### src/logic/fnd_pkg.sv
// constants shared by the fractional-n divider and modulation control
package fnd_pkg;
  // ----------------------------------------
  // register map (apb byte addresses)
  // ----------------------------------------
  localparam logic [7:0] ADDR_REF = 8'h00;
  localparam logic [7:0] ADDR_DIV = 8'h04;
  localparam logic [7:0] ADDR_MOD = 8'h08;
  localparam logic [7:0] ADDR_FUN = 8'h0c;
  localparam logic [7:0] ADDR_STAT = 8'h10;
  localparam logic [7:0] ADDR_LAST_LATCH = 8'h0c;
  // ----------------------------------------
  // serial word and latch selects
  // ----------------------------------------
  localparam int WORD_W = 24;
  localparam logic [1:0] SEL_REF = 2'h0;
  localparam logic [1:0] SEL_DIV = 2'h1;
  localparam logic [1:0] SEL_MOD = 2'h2;
  localparam logic [1:0] SEL_FUN = 2'h3;
  localparam logic [23:0] REG_RESET = 24'h000000;
  // ----------------------------------------
  // field positions
  // ----------------------------------------
  localparam int CORR_LSB = 2;
  localparam int CORR_W = 11;
  localparam int FRAC_LSB = 2;
  localparam int FRAC_W = 12;
  localparam int INT_LSB = 14;
  localparam int INT_W = 8;
  localparam int PRESC_BIT = 22;
  localparam int SCHEME_LO_BIT = 2;
  localparam int SCHEME_HI_BIT = 3;
  localparam int HIPWR_LSB = 4;
  localparam int LOLVL_LSB = 11;
  localparam int LEVEL_W = 7;
  localparam int GEXP_LSB = 18;
  localparam int GEXP_W = 3;
  localparam int DIVF_LSB = 2;
  localparam int DIVF_W = 8;
  localparam int IDX_LSB = 10;
  localparam int IDX_W = 7;
  localparam int STAT_CLR_BIT = 0;
  // ----------------------------------------
  // divider arithmetic
  // ----------------------------------------
  localparam int ACC_W = 15;
  localparam int FRAC_SHIFT = 3;
  localparam logic [7:0] PRESC_SMALL = 8'h04;
  localparam logic [7:0] PRESC_LARGE = 8'h08;
  // ----------------------------------------
  // modulation schemes {hi, lo}
  // ----------------------------------------
  typedef enum logic [1:0] {
    FND_FSK = 2'h0,
    FND_GFSK = 2'h1,
    FND_ASK = 2'h2,
    FND_OOK = 2'h3
  } fnd_scheme_t;
endpackage : fnd_pkg

### src/logic/fnd_core.sv
// fractional-n divider control, modulation keying, serial load path and fifo
// Overview of operation
// - fifteen-bit sigma-delta fractional feedback divider
// - prescaler four/five or eight/nine, minimum N
// - eight-bit integer, minimum up to 255
// - fraction plus signed correction forms fifteen bits
// - output equals pfd times weighted sum
// - fraction and correction lsb step sizes
// - correction defaults zero, software writable signed
// - fsk offsets divider by modulation number
// - both select bits zero picks fsk
// - gfsk prefilters data, drives bit clock
// - gfsk deviation two to exponent
// - bit clock rate pfd over factor*index
// - ask feeds low or high field
// - hi one lo zero picks ask
// - ook high field or output off
// - both select bits one picks ook
// - 24-bit words msb first, load strobe
// - two lsbs select destination latch
//
// Chosen here: the APB interface to the registers and the register addresses.
`timescale 1ns/1ps
`default_nettype none

module fnd_fifo #(
  parameter int WIDTH = 24,
  parameter int DEPTH = 8
) (
  input wire logic clk,
  input wire logic rst_n,
  input wire logic in_valid,
  output logic in_ready,
  input wire logic [WIDTH-1:0] in_data,
  output logic out_valid,
  input wire logic out_ready,
  output logic [WIDTH-1:0] out_data
);
  localparam int AW = (DEPTH > 1) ? $clog2(DEPTH) : 1;
  localparam logic [AW-1:0] LAST = AW'(DEPTH - 1);
  localparam logic [AW:0] FULL = (AW + 1)'(DEPTH);
  typedef struct packed {
    logic [DEPTH-1:0][WIDTH-1:0] mem;
    logic [AW-1:0] wp;
    logic [AW-1:0] rp;
    logic [AW:0] cnt;
    logic in_rdy;
    logic out_vld;
  } fnd_fifo_t;
  fnd_fifo_t s_ff;
  fnd_fifo_t nxt_s;
  logic push;
  logic pop;

  always_comb begin
    nxt_s = s_ff;
    push = in_valid && s_ff.in_rdy;
    pop = out_ready && s_ff.out_vld;
    if (push) begin
      nxt_s.mem[s_ff.wp] = in_data;
      nxt_s.wp = (s_ff.wp == LAST) ? '0 : s_ff.wp + 1'b1;
    end
    if (pop) begin
      nxt_s.rp = (s_ff.rp == LAST) ? '0 : s_ff.rp + 1'b1;
    end
    nxt_s.cnt = s_ff.cnt + (AW + 1)'(push) - (AW + 1)'(pop);
    // full and empty track the next count so back-pressure is exact
    nxt_s.in_rdy = (nxt_s.cnt != FULL);
    nxt_s.out_vld = (nxt_s.cnt != '0);
  end

  always_ff @(posedge clk or negedge rst_n) begin
    if (!rst_n) begin
      s_ff <= '{mem: '0, wp: '0, rp: '0, cnt: '0, in_rdy: 1'b1, out_vld: 1'b0};
    end else begin
      s_ff <= nxt_s;
    end
  end

  assign in_ready = s_ff.in_rdy;
  assign out_valid = s_ff.out_vld;
  assign out_data = s_ff.mem[s_ff.rp];
endmodule : fnd_fifo

module fnd_core #(
  parameter int FIFO_DEPTH = 8
) (
  input wire logic pclk,
  input wire logic presetn,
  input wire logic psel,
  input wire logic penable,
  input wire logic pwrite,
  input wire logic [7:0] paddr,
  input wire logic [31:0] pwdata,
  output logic [31:0] prdata,
  output logic pready,
  output logic pslverr,
  input wire logic serial_clk,
  input wire logic serial_data,
  input wire logic load_strobe,
  output logic word_accept,
  input wire logic tx_bit_in,
  input wire logic pfd_tick,
  output logic tx_bit_clock_out,
  output logic [7:0] n_inst,
  output logic [6:0] dac_code,
  output logic pa_enable
);
  // ----------------------------------------
  // state
  // ----------------------------------------
  typedef struct packed {
    logic [3:0][23:0] regs;
    logic [23:0] shift;
    logic sclk_q;
    logic load_q;
    logic overrun;
    logic [31:0] rdata;
    logic rdy;
    logic err;
    logic [14:0] acc;
    logic [7:0] n_inst;
    logic [6:0] dac;
    logic pa_on;
    logic bclk;
    logic [14:0] bcnt;
    logic [2:0] hist;
  } fnd_state_t;
  fnd_state_t s_ff;
  fnd_state_t nxt_s;

  function automatic logic [7:0] min_n(input logic big);
    logic [7:0] p;
    p = big ? fnd_pkg::PRESC_LARGE : fnd_pkg::PRESC_SMALL;
    min_n = 8'(p * p + 8'h03 * p + 8'h03);
  endfunction : min_n

  logic [23:0] fifo_word;
  logic fifo_valid;
  logic fifo_pop;
  logic fifo_ready;
  logic load_rise;
  logic apb_setup;
  logic apb_wr;
  logic mapped;
  fnd_pkg::fnd_scheme_t scheme;
  logic [10:0] corr;
  logic [11:0] frac;
  logic [7:0] int_n;
  logic presc_big;
  logic [6:0] hi_pwr;
  logic [6:0] lo_lvl;
  logic [2:0] gexp;
  logic [14:0] period;
  logic signed [3:0] filt;
  logic signed [15:0] off;
  logic signed [24:0] total;
  logic [15:0] acc_sum;
  logic [7:0] n_raw;
  logic bit_tick;

  fnd_fifo #(
    .WIDTH(fnd_pkg::WORD_W),
    .DEPTH(FIFO_DEPTH)
  ) u_fifo (
    .clk(pclk),
    .rst_n(presetn),
    .in_valid(load_rise),
    .in_ready(fifo_ready),
    .in_data(s_ff.shift),
    .out_valid(fifo_valid),
    .out_ready(fifo_pop),
    .out_data(fifo_word)
  );

  always_comb begin
    nxt_s = s_ff;
    // ----------------------------------------
    // serial port
    // ----------------------------------------
    nxt_s.sclk_q = serial_clk;
    nxt_s.load_q = load_strobe;
    if (serial_clk && !s_ff.sclk_q) begin
      nxt_s.shift = {s_ff.shift[22:0], serial_data};
    end
    load_rise = load_strobe && !s_ff.load_q;
    // a word arriving on a full fifo is lost, so flag it
    if (load_rise && !fifo_ready) begin
      nxt_s.overrun = 1'b1;
    end
    // ----------------------------------------
    // apb slave, one wait-free access cycle
    // ----------------------------------------
    apb_setup = psel && !penable;
    apb_wr = psel && penable && s_ff.rdy && pwrite;
    mapped = (paddr[1:0] == 2'h0) && (paddr <= fnd_pkg::ADDR_STAT);
    nxt_s.rdy = apb_setup;
    nxt_s.err = apb_setup && !mapped;
    nxt_s.rdata = '0;
    if (apb_setup && !pwrite && mapped) begin
      if (paddr == fnd_pkg::ADDR_STAT) begin
        nxt_s.rdata = {7'h00, fifo_valid, s_ff.overrun, s_ff.pa_on, s_ff.bclk,
                       s_ff.dac, s_ff.n_inst, 5'h00, fifo_ready};
      end else begin
        nxt_s.rdata = {8'h00, s_ff.regs[paddr[3:2]]};
      end
    end
    if (apb_wr && !s_ff.err && paddr <= fnd_pkg::ADDR_LAST_LATCH) begin
      nxt_s.regs[paddr[3:2]] = pwdata[23:0];
    end
    // clear wins only without a same-cycle overrun
    if (apb_wr && !s_ff.err && paddr == fnd_pkg::ADDR_STAT
        && pwdata[fnd_pkg::STAT_CLR_BIT] && !(load_rise && !fifo_ready)) begin
      nxt_s.overrun = 1'b0;
    end
    // fifo drains only when the bus is not in a write access cycle, whatever the address
    fifo_pop = !apb_wr;
    // low two bits pick the latch
    if (fifo_pop && fifo_valid) begin
      nxt_s.regs[fifo_word[1:0]] = fifo_word;
    end
    // ----------------------------------------
    // field decode
    // ----------------------------------------
    corr = s_ff.regs[fnd_pkg::SEL_REF][fnd_pkg::CORR_LSB +: fnd_pkg::CORR_W];
    frac = s_ff.regs[fnd_pkg::SEL_DIV][fnd_pkg::FRAC_LSB +: fnd_pkg::FRAC_W];
    int_n = s_ff.regs[fnd_pkg::SEL_DIV][fnd_pkg::INT_LSB +: fnd_pkg::INT_W];
    presc_big = s_ff.regs[fnd_pkg::SEL_DIV][fnd_pkg::PRESC_BIT];
    scheme = fnd_pkg::fnd_scheme_t'({s_ff.regs[fnd_pkg::SEL_MOD][fnd_pkg::SCHEME_HI_BIT],
                                     s_ff.regs[fnd_pkg::SEL_MOD][fnd_pkg::SCHEME_LO_BIT]});
    hi_pwr = s_ff.regs[fnd_pkg::SEL_MOD][fnd_pkg::HIPWR_LSB +: fnd_pkg::LEVEL_W];
    lo_lvl = s_ff.regs[fnd_pkg::SEL_MOD][fnd_pkg::LOLVL_LSB +: fnd_pkg::LEVEL_W];
    gexp = s_ff.regs[fnd_pkg::SEL_MOD][fnd_pkg::GEXP_LSB +: fnd_pkg::GEXP_W];
    period = 15'(s_ff.regs[fnd_pkg::SEL_FUN][fnd_pkg::DIVF_LSB +: fnd_pkg::DIVF_W]
                 * s_ff.regs[fnd_pkg::SEL_FUN][fnd_pkg::IDX_LSB +: fnd_pkg::IDX_W]);
    // ----------------------------------------
    // gfsk bit clock and prefilter
    // ----------------------------------------
    bit_tick = 1'b0;
    if (scheme == fnd_pkg::FND_GFSK) begin
      // bit period is factor times index pfd cycles
      if (pfd_tick) begin
        if (s_ff.bcnt + 15'h0001 >= period) begin
          nxt_s.bcnt = '0;
          bit_tick = 1'b1;
        end else begin
          nxt_s.bcnt = s_ff.bcnt + 15'h0001;
        end
      end
      // bit clock high in first half of the bit
      nxt_s.bclk = (nxt_s.bcnt < (period >> 1));
      if (bit_tick) begin
        nxt_s.hist = {s_ff.hist[1:0], tx_bit_in};
      end
    end else begin
      nxt_s.bcnt = '0;
      nxt_s.bclk = 1'b0;
    end
    // 1-2-1 taps; each tap contributes +w for a one and -w for a zero
    filt = (s_ff.hist[0] ? 4'sd1 : -4'sd1) + (s_ff.hist[1] ? 4'sd2 : -4'sd2)
           + (s_ff.hist[2] ? 4'sd1 : -4'sd1);
    // ----------------------------------------
    // frequency offset in 2^-15 units
    // ----------------------------------------
    case (scheme)
      // fsk deviation = number / 2^12
      fnd_pkg::FND_FSK: begin
        off = tx_bit_in ? 16'sd0 + 16'({lo_lvl, 3'h0}) : 16'sd0 - 16'({lo_lvl, 3'h0});
      end
      // full filter swing is 2^m / 2^12
      fnd_pkg::FND_GFSK: begin
        off = 16'(16'(filt) <<< ({1'b0, gexp} + 4'h1));
      end
      default: begin
        off = 16'sd0;
      end
    endcase
    total = 25'({int_n, 15'h0000}) + 25'({frac, 3'h0})
            + 25'(signed'(corr)) + 25'(off);
    // first-order accumulator, one step per pfd cycle
    acc_sum = {1'b0, s_ff.acc} + {1'b0, total[fnd_pkg::ACC_W-1:0]};
    n_raw = 8'(total[22:15] + 8'(acc_sum[15]));
    if (pfd_tick) begin
      nxt_s.acc = acc_sum[14:0];
      nxt_s.n_inst = (n_raw < min_n(presc_big)) ? min_n(presc_big) : n_raw;
    end
    // ----------------------------------------
    // output level keying
    // ----------------------------------------
    case (scheme)
      fnd_pkg::FND_ASK: begin
        nxt_s.dac = tx_bit_in ? hi_pwr : lo_lvl;
        nxt_s.pa_on = 1'b1;
      end
      fnd_pkg::FND_OOK: begin
        nxt_s.dac = tx_bit_in ? hi_pwr : 7'h00;
        nxt_s.pa_on = tx_bit_in;
      end
      default: begin
        nxt_s.dac = hi_pwr;
        nxt_s.pa_on = 1'b1;
      end
    endcase
  end

  // correction resets to zero with every latch
  always_ff @(posedge pclk or negedge presetn) begin
    if (!presetn) begin
      s_ff <= '{regs: {4{fnd_pkg::REG_RESET}}, shift: '0, sclk_q: 1'b0, load_q: 1'b0,
                overrun: 1'b0, rdata: '0, rdy: 1'b0, err: 1'b0, acc: '0,
                n_inst: '0, dac: '0, pa_on: 1'b0, bclk: 1'b0, bcnt: '0, hist: '0};
    end else begin
      s_ff <= nxt_s;
    end
  end

  assign prdata = s_ff.rdata;
  assign pready = s_ff.rdy;
  assign pslverr = s_ff.err;
  assign word_accept = fifo_ready;
  assign tx_bit_clock_out = s_ff.bclk;
  assign n_inst = s_ff.n_inst;
  assign dac_code = s_ff.dac;
  assign pa_enable = s_ff.pa_on;
endmodule : fnd_core

`default_nettype wire

### config.mk
export PLATFORM = sky130hd
export DESIGN_NAME = fnd_core
export DESIGN_NICKNAME = d
export VERILOG_FILES = /design/src/logic/fnd_pkg.sv /design/src/logic/fnd_core.sv
export SDC_FILE = /design/constraint.sdc
export NUM_CORES = 1
export LEC_CHECK = 0
export BUFFER_PORTS_ARGS = -buffer_cell sky130_fd_sc_hd__clkbuf_2
export CAP_MARGIN = 30
export CELL_PAD_IN_SITES_DETAIL_PLACEMENT = 1
export CELL_PAD_IN_SITES_GLOBAL_PLACEMENT = 1
export CORE_MARGIN = 10
export CORE_UTILIZATION = 47
export DETAILED_ROUTE_END_ITERATION = 16
export PLACE_DENSITY_LB_ADDON = 0.1
export REMOVE_ABC_BUFFERS = 1
export SLEW_MARGIN = 30
export SYNTH_ARGS = -nofsm -noshare
export SYNTH_HDL_FRONTEND = slang
export SYNTH_SLANG_ARGS = --single-unit
### constraint.sdc
create_clock -name pclk -period 11.14 [get_ports pclk]
set_clock_uncertainty 0.15 [all_clocks]
set_input_delay 0 -clock pclk [delete_from_list [all_inputs] [get_ports pclk]]
set_output_delay 0 -clock pclk [all_outputs]
set_load 0.1 [all_outputs]
==> results.yml, run 1 <==
placed_design:
  dp_slack_ps: 2600
  io_buffers: 86
  dp_cells: 2735
  place_congestion: 0.836
  post-dp-hpwl_um: 44100
global_routing:
  grt_pass1_wl_um: 106000
  met1_usage_pct: 27.1
  grt_use_total_pct: 22.3
  grt_max_degree: 178
  busiest_layer: "met2"
  grt-ovfl-total: 0
  use_met2_pct: 39.6
  grt_pass1_vias: 18200
  use_met3_pct: 3.01
  antenna_found_initial: 4
cells_and_area:
  layout.cells.non_filler: 2870
  fillCellCount: 5221
  drive_gt1_share_pct: 28.2
  ff_latch_area_sq_um: 10100
  syn_to_final_growth_pct: 12.3
  multi_input_area_sq_um: 13000
  nets: 2376
detailed_routing:
  drc: 0
  antenna_left: 0
  drtIter0Drc: 786
  post_drt_wl_per_cell_um: 23.4
  vias_per_cell: 5.75
  vias: 16500
  dr.pass1.iters: 5
  routed_wl_um: 67100
sta:
  tns_ps: 0
  finalCritPeriodShare_pct: 76.9
  worstMarginPinSlew_ps: 922
  setup_slack_ps: 2570
  drv_slew: 0
  clock.fmax_mhz: 117
  relSlewSlack_pct: 38.0
  hold_violations: 0
  rsz0062_at_grt: "false"
  fin_crit_ps: 8570
  setup-violations-final: 0
clocking:
  cts_buffers: 47
  path_clk_slew_ps: 50
  ctsHtreeMaxLevel: 2
  cts_sinks: 404
  insertion_delay_ps: 610
  cts_setup_buffers: 0
  cts-root-buf: "clkbuf_16"
  cts_tree: "built"
  cts_buffer_depth: 3
outcome:
  status: "finished clean"
die:
  io_pins: 102
  initial_utilization_pct: 47.8
  core_sq_um: 50500
  die_h_um: 247
  fp.dieW_um: 247
  fp-row-count: 82
  die_area_sq_um: 60800
min_path:
  worstHoldPathCells: 3
  hold_class: "in2reg"
  min_to: "s_ff[87]"
  min_from: "serial_data"
run:
  drv_cap: 0
worst_setup_path:
  critPathMaxStageDelay_ps: 730
  crit_path_start: "s_ff[0]"
  worst-path-max-fanout: 7
  r2r-end: "n_inst[5]"
  worst_r2r_path_depth: 33
  cp_slowest_cell: "o41ai_1"
  rrSetupSlack_ps: 2570
  required_ps: 11470
  cp-end-kind: "register"
  rr_startpoint: "s_ff[0]"
  critPathLaunchType: "register"
  cp.arrival_ps: 8900
  crit_type: "reg2reg"
logic_synthesis:
  yosys_register_bits: 404
  ys_types: 79
  seq_area_frac_synth_pct: 41.9
  async_reset_ff_share_pct: 100
  syn_area_sq_um: 24100
  ys_warn_count: 0
  netlist_instances: 2113
  yosys_most_used_dff: "dfrtp_1"
  syn_area_per_cell_sq_um: 11.4
  synth_edf_count: 0
[cell families after synthesis]
| logic type | Yosys count | share of synthesized area, % |
|---|---|---|
| DFF | 404 | 41.9 |
| buffers and inverters | 252 | 4.65 |
| muxes | 405 | 22.1 |
| other | 1 | 0.0156 |
| and+or+nand+nor | 471 | 9.50 |
| xor gates and xnor gates | 69 | 2.51 |
| adders and majority gates | 169 | 10.4 |
| AOI/OAI and AO/OA | 342 | 8.87 |
[worst max path at each step]
stage | endpoint | slack, ps | cells after the start
3_5_place_dp | n_inst[6] | 2600 | 33
3_3_place_gp | n_inst[6] | 2850 | 33
6_report | n_inst[5] | 2570 | 33
4_1_cts | n_inst[6] | 2560 | 33
2_1_floorplan | n_inst[6] | 3590 | 33
5_1_grt | n_inst[2] | 1940 | 33
[through the flow]
stage	utilization [%]	instance area (sq um)	hold WS, ps
after floorplan	-	23300	-446
after global placement	49.3	24900	-86.4
after detailed placement	49.3	24900	-91.9
after CTS	53.5	27000	30.2
after global routing	53.6	27100	46.7
final	53.6	27100	46.1
[cell type report]
type | count | share of cell area (%)
tap | 672 | 3.11
sequential | 404 | 37.4
multi-input combinational | 1463 | 47.9
timing repair buffer | 160 | 4.31
inverter | 82 | 1.14
clock buffer | 67 | 5.14
antenna | 2 | 0.0185
clock inverter | 20 | 1.02
[synthesized netlist by cell type (all sizes together), types with 7 or more instances]
cell | number | area (sq um)
o21ai | 41 | 209
a21o | 28 | 216
fa | 52 | 1040
nor2b | 39 | 244
nand2b | 22 | 138
nand2 | 131 | 494
ha | 116 | 1450
buf | 90 | 514
nand3 | 32 | 160
nand4 | 9 | 56.3
mux4 | 72 | 1620
o21a | 8 | 60.1
nor3 | 20 | 105
o22ai | 7 | 43.8
inv | 82 | 308
nand3b | 7 | 52.6
mux2 | 302 | 3410
a31oi | 7 | 50.1
and3 | 15 | 95.1
mux2i | 31 | 310
a21oi | 171 | 860
dfrtp | 403 | 10100
a211oi | 27 | 208
nor2 | 125 | 469
clkbuf | 80 | 300
xor2 | 16 | 140
and2 | 44 | 278
xnor2 | 53 | 464
[routing by layer]
metal | part of all wire, % | routed length [um] | vias to the layer above
li1 | - | - | 7529
met1 | 42 | 28200 | 8611
met2 | 51 | 34400 | 283
met3 | 3.7 | 2460 | 83
met4 | 3.1 | 2080 | 6
met5 | 0.048 | 32 | -
[worst max-delay path, delay by kind of cell (launching register included)]
family | cells | cell delay, ps
AO/OA/AOI/OAI | 13 | 3080
AND/OR/NAND/NOR | 3 | 320
XOR/XNOR | 3 | 760
flip-flops | 1 | 410
buffers and inverters | 5 | 400
adder cells (fa/ha/maj) | 9 | 3330
[timing repair]
item                                   CTS  global route
resized for setup                        0             0
endpoints found under the hold margin  237             0
setup endpoints to repair                0             0
hold buffers                            45             0
[registers in the layout, indices dropped and copies added (netlist names)]
name / count
prdata: 25
hi_pwr: 7
tx_bit_clock_out: 1
pready: 1
u_fifo.out_valid: 1
gexp: 3
int_n: 8
pa_enable: 1
n_inst: 8
s_ff: 107
lo_lvl: 7
presc_big: 1
corr: 11
pslverr: 1
u_fifo.s_ff: 202
frac: 12
dac_code: 7
u_fifo.in_ready: 1
[cell usage in the layout (no fill, tap or decap), types with 16 or more instances in the layout]
master and instances:
a21o_1 23, nor2_1 122, xnor2_1 53, xor2_1 16, mux4_2 72, a21oi_1 170
clkbuf_2 85, dfrtp_1 401, nor2b_1 37, inv_1 82, fa_1 52, nand2_1 127
clkbuf_16 48, ha_1 116, nor3_1 17, o21ai_0 39, mux2i_1 31, nand3_1 32
nand2b_1 22, buf_4 25, mux2_2 300, a211oi_1 26, dlygate4sd3_1 44, and2_1 42
Power of run 1 is left out: the tool's default activity adds up to more than one toggle a clock period on the data nets, which glitch-free logic cannot reach.
==> inputs of run 2 (changes only) <==
--- a/config.mk
+++ b/config.mk
@@ -10,7 +10,7 @@
 export CELL_PAD_IN_SITES_DETAIL_PLACEMENT = 1
 export CELL_PAD_IN_SITES_GLOBAL_PLACEMENT = 1
 export CORE_MARGIN = 10
-export CORE_UTILIZATION = 47
+export CORE_UTILIZATION = 46
 export DETAILED_ROUTE_END_ITERATION = 16
 export PLACE_DENSITY_LB_ADDON = 0.1
 export REMOVE_ABC_BUFFERS = 1
==> constraint.sdc (replaced) <==
create_clock -name pclk -period 6.9 [get_ports pclk]
set_clock_uncertainty 0.15 [all_clocks]
set_input_delay 0 -clock pclk [delete_from_list [all_inputs] [get_ports pclk]]
set_output_delay 0 -clock pclk [all_outputs]
set_load 0.1 [all_outputs]
==> run 2 against run 1 <==
The run now ends with setup timing left; die area is 2.0% higher; core utilization is 2.1 points higher; critical path depth is 1 higher; register-to-register slack worse by 3000 ps; count of clock-buffer cells in the layout grew 1; final cell count increased by 5.9%; first-iteration DRC count rose by 13%; final area grew 6.3%; critical path type unchanged; sequential share of layout area shrank 2.2 points; wire length rose by 5.5%; via count up 4.8%; hold slack is essentially flat.
==> results.yml, run 2 (same netlist as run 1, synthesis figures left out) <==
worst_setup_path:
  worst_r2r_path_depth: 34
  cp.arrival_ps: 7600
  r2r-end: "n_inst[6]"
  rr_startpoint: "s_ff[0]"
  critPathLaunchType: "register"
  crit_path_start: "s_ff[0]"
  cp_slowest_cell: "fa_1"
  cp-end-kind: "register"
  rrSetupSlack_ps: -400
  required_ps: 7200
  worst-path-max-fanout: 2
  crit_type: "reg2reg"
  endpoint: "n_inst[6]"
  critPathMaxStageDelay_ps: 540
cells_and_area:
  top_register: "u_fifo.s_ff"
  nets: 2543
  fillCellCount: 5314
  drive_gt1_share_pct: 35.9
  num_antenna_cells: 0
  final_common_cell: "dfrtp_1"
  largest_reg_flops: 202
  syn_to_final_growth_pct: 19.3
  final_cell_mix: "401 x dfrtp_1, 299 x mux2_2, 180 x buf_4, 154 x a21oi_1, 125 x nand2_1"
outcome:
  violations: "setup timing"
  status: "finished, violations left"
sta:
  worstMarginPinSlew_ps: 964
  hold_violations: 0
  drv_slew: 0
  setup_slack_ps: -398
  rsz0062_at_grt: "true"
  fin_crit_ps: 7300
  setup-violations-final: 9
  fin_hold_ws_ps: 45.7
  relSlewSlack_pct: 35.2
  clock.fmax_mhz: 137
  finalCritPeriodShare_pct: 106
  tns_ps: -2440
detailed_routing:
  routed_wl_um: 70800
  drtIter0Drc: 886
  antenna_left: 0
  vias: 17300
  drc: 0
  post_drt_wl_per_cell_um: 23.3
  vias_per_cell: 5.69
  dr.pass1.iters: 7
clocking:
  cts_sinks: 404
  cts-root-buf: "clkbuf_16"
  insertion_delay_ps: 600
  cts_buffers: 47
  cts_buffer_depth: 3
  path_clk_slew_ps: 60
  ctsHtreeMaxLevel: 2
  cts_tree: "built"
placed_design:
  place_congestion: 0.879
  post-dp-hpwl_um: 48200
  io_buffers: 86
die:
  die_h_um: 249
  io_pins: 102
  initial_utilization_pct: 46.7
  fp.dieW_um: 249
  die_area_sq_um: 62000
  fp-row-count: 83
  core_sq_um: 51600
global_routing:
  grt_pass1_vias: 19100
  grt-ovfl-total: 0
  grt_use_total_pct: 22.4
  grt_max_degree: 108
  antenna_found_initial: 3
  grt_pass1_wl_um: 111000
run:
  drv_cap: 0
min_path:
  hold_class: "in2reg"
[run 2: routing by layer]
layer	part of all wire [%]	vias up	track usage [%]
met1	43	9097	27.9
li1	-	7864	-
met4	3.1	6	6.91
met5	0.035	-	0
met3	3.0	107	2.97
met2	51	233	39.7
[run 2: final cells by class]
type	count	area [sq um]	share of cell area, %
clock buffers	68	1410	4.89
flip-flops and latches	404	10100	35.2
repair buffers	327	2510	8.72
multi-input cells	1463	13400	46.4
inverters	82	310	1.08
clock inverters	15	218	0.757
well taps	680	851	2.96
[run 2: worst min-delay path by stage]
stage,depth (start not counted),endpoint,slack (ps),from
2_1_floorplan,0,corr[0],-450,presetn
3_3_place_gp,1,s_ff[36],-110,presetn
3_5_place_dp,1,s_ff[36],-100,presetn
4_1_cts,4,prdata[4],30,paddr[3]
5_1_grt,4,prdata[3],50,paddr[3]
6_report,6,prdata[14],50,paddr[0]
[run 2: metrics by stage]
| stage | instance area, sq um | utilization [%] | std cells | worst slack (ps) |
|---|---|---|---|---|
| 3_5_place_dp | 26100 | 50.5 | 2890 | -760 |
| 5_1_grt | 28800 | 55.7 | 3039 | -662 |
| 6_report | 28800 | 55.7 | 3039 | -398 |
| 4_1_cts | 28400 | 55.1 | 3026 | -343 |
| 2_1_floorplan | 23300 | - | 1949 | -648 |
| 3_3_place_gp | 26000 | 50.4 | 2888 | -544 |
[run 2: timing repair]
action,CTS,global route
endpoints found under the hold margin,402,0
pin swaps,38,36
gates resized for setup,56,49
buffers inserted,8,13
hold buffers,45,0
setup endpoints to repair,9,10
[run 2: worst max-delay path: cells and delay by family (launching register included)]
family                     cells  cell delay [ps]
DFF                            1              420
xor gates and xnor gates       3              550
and+or+nand+nor                4              880
AOI/OAI and AO/OA             13             2420
buffers and inverters          6              550
adders and majority gates      6             1680
muxes                          2              480
Power of run 2 is left out for the same reason.
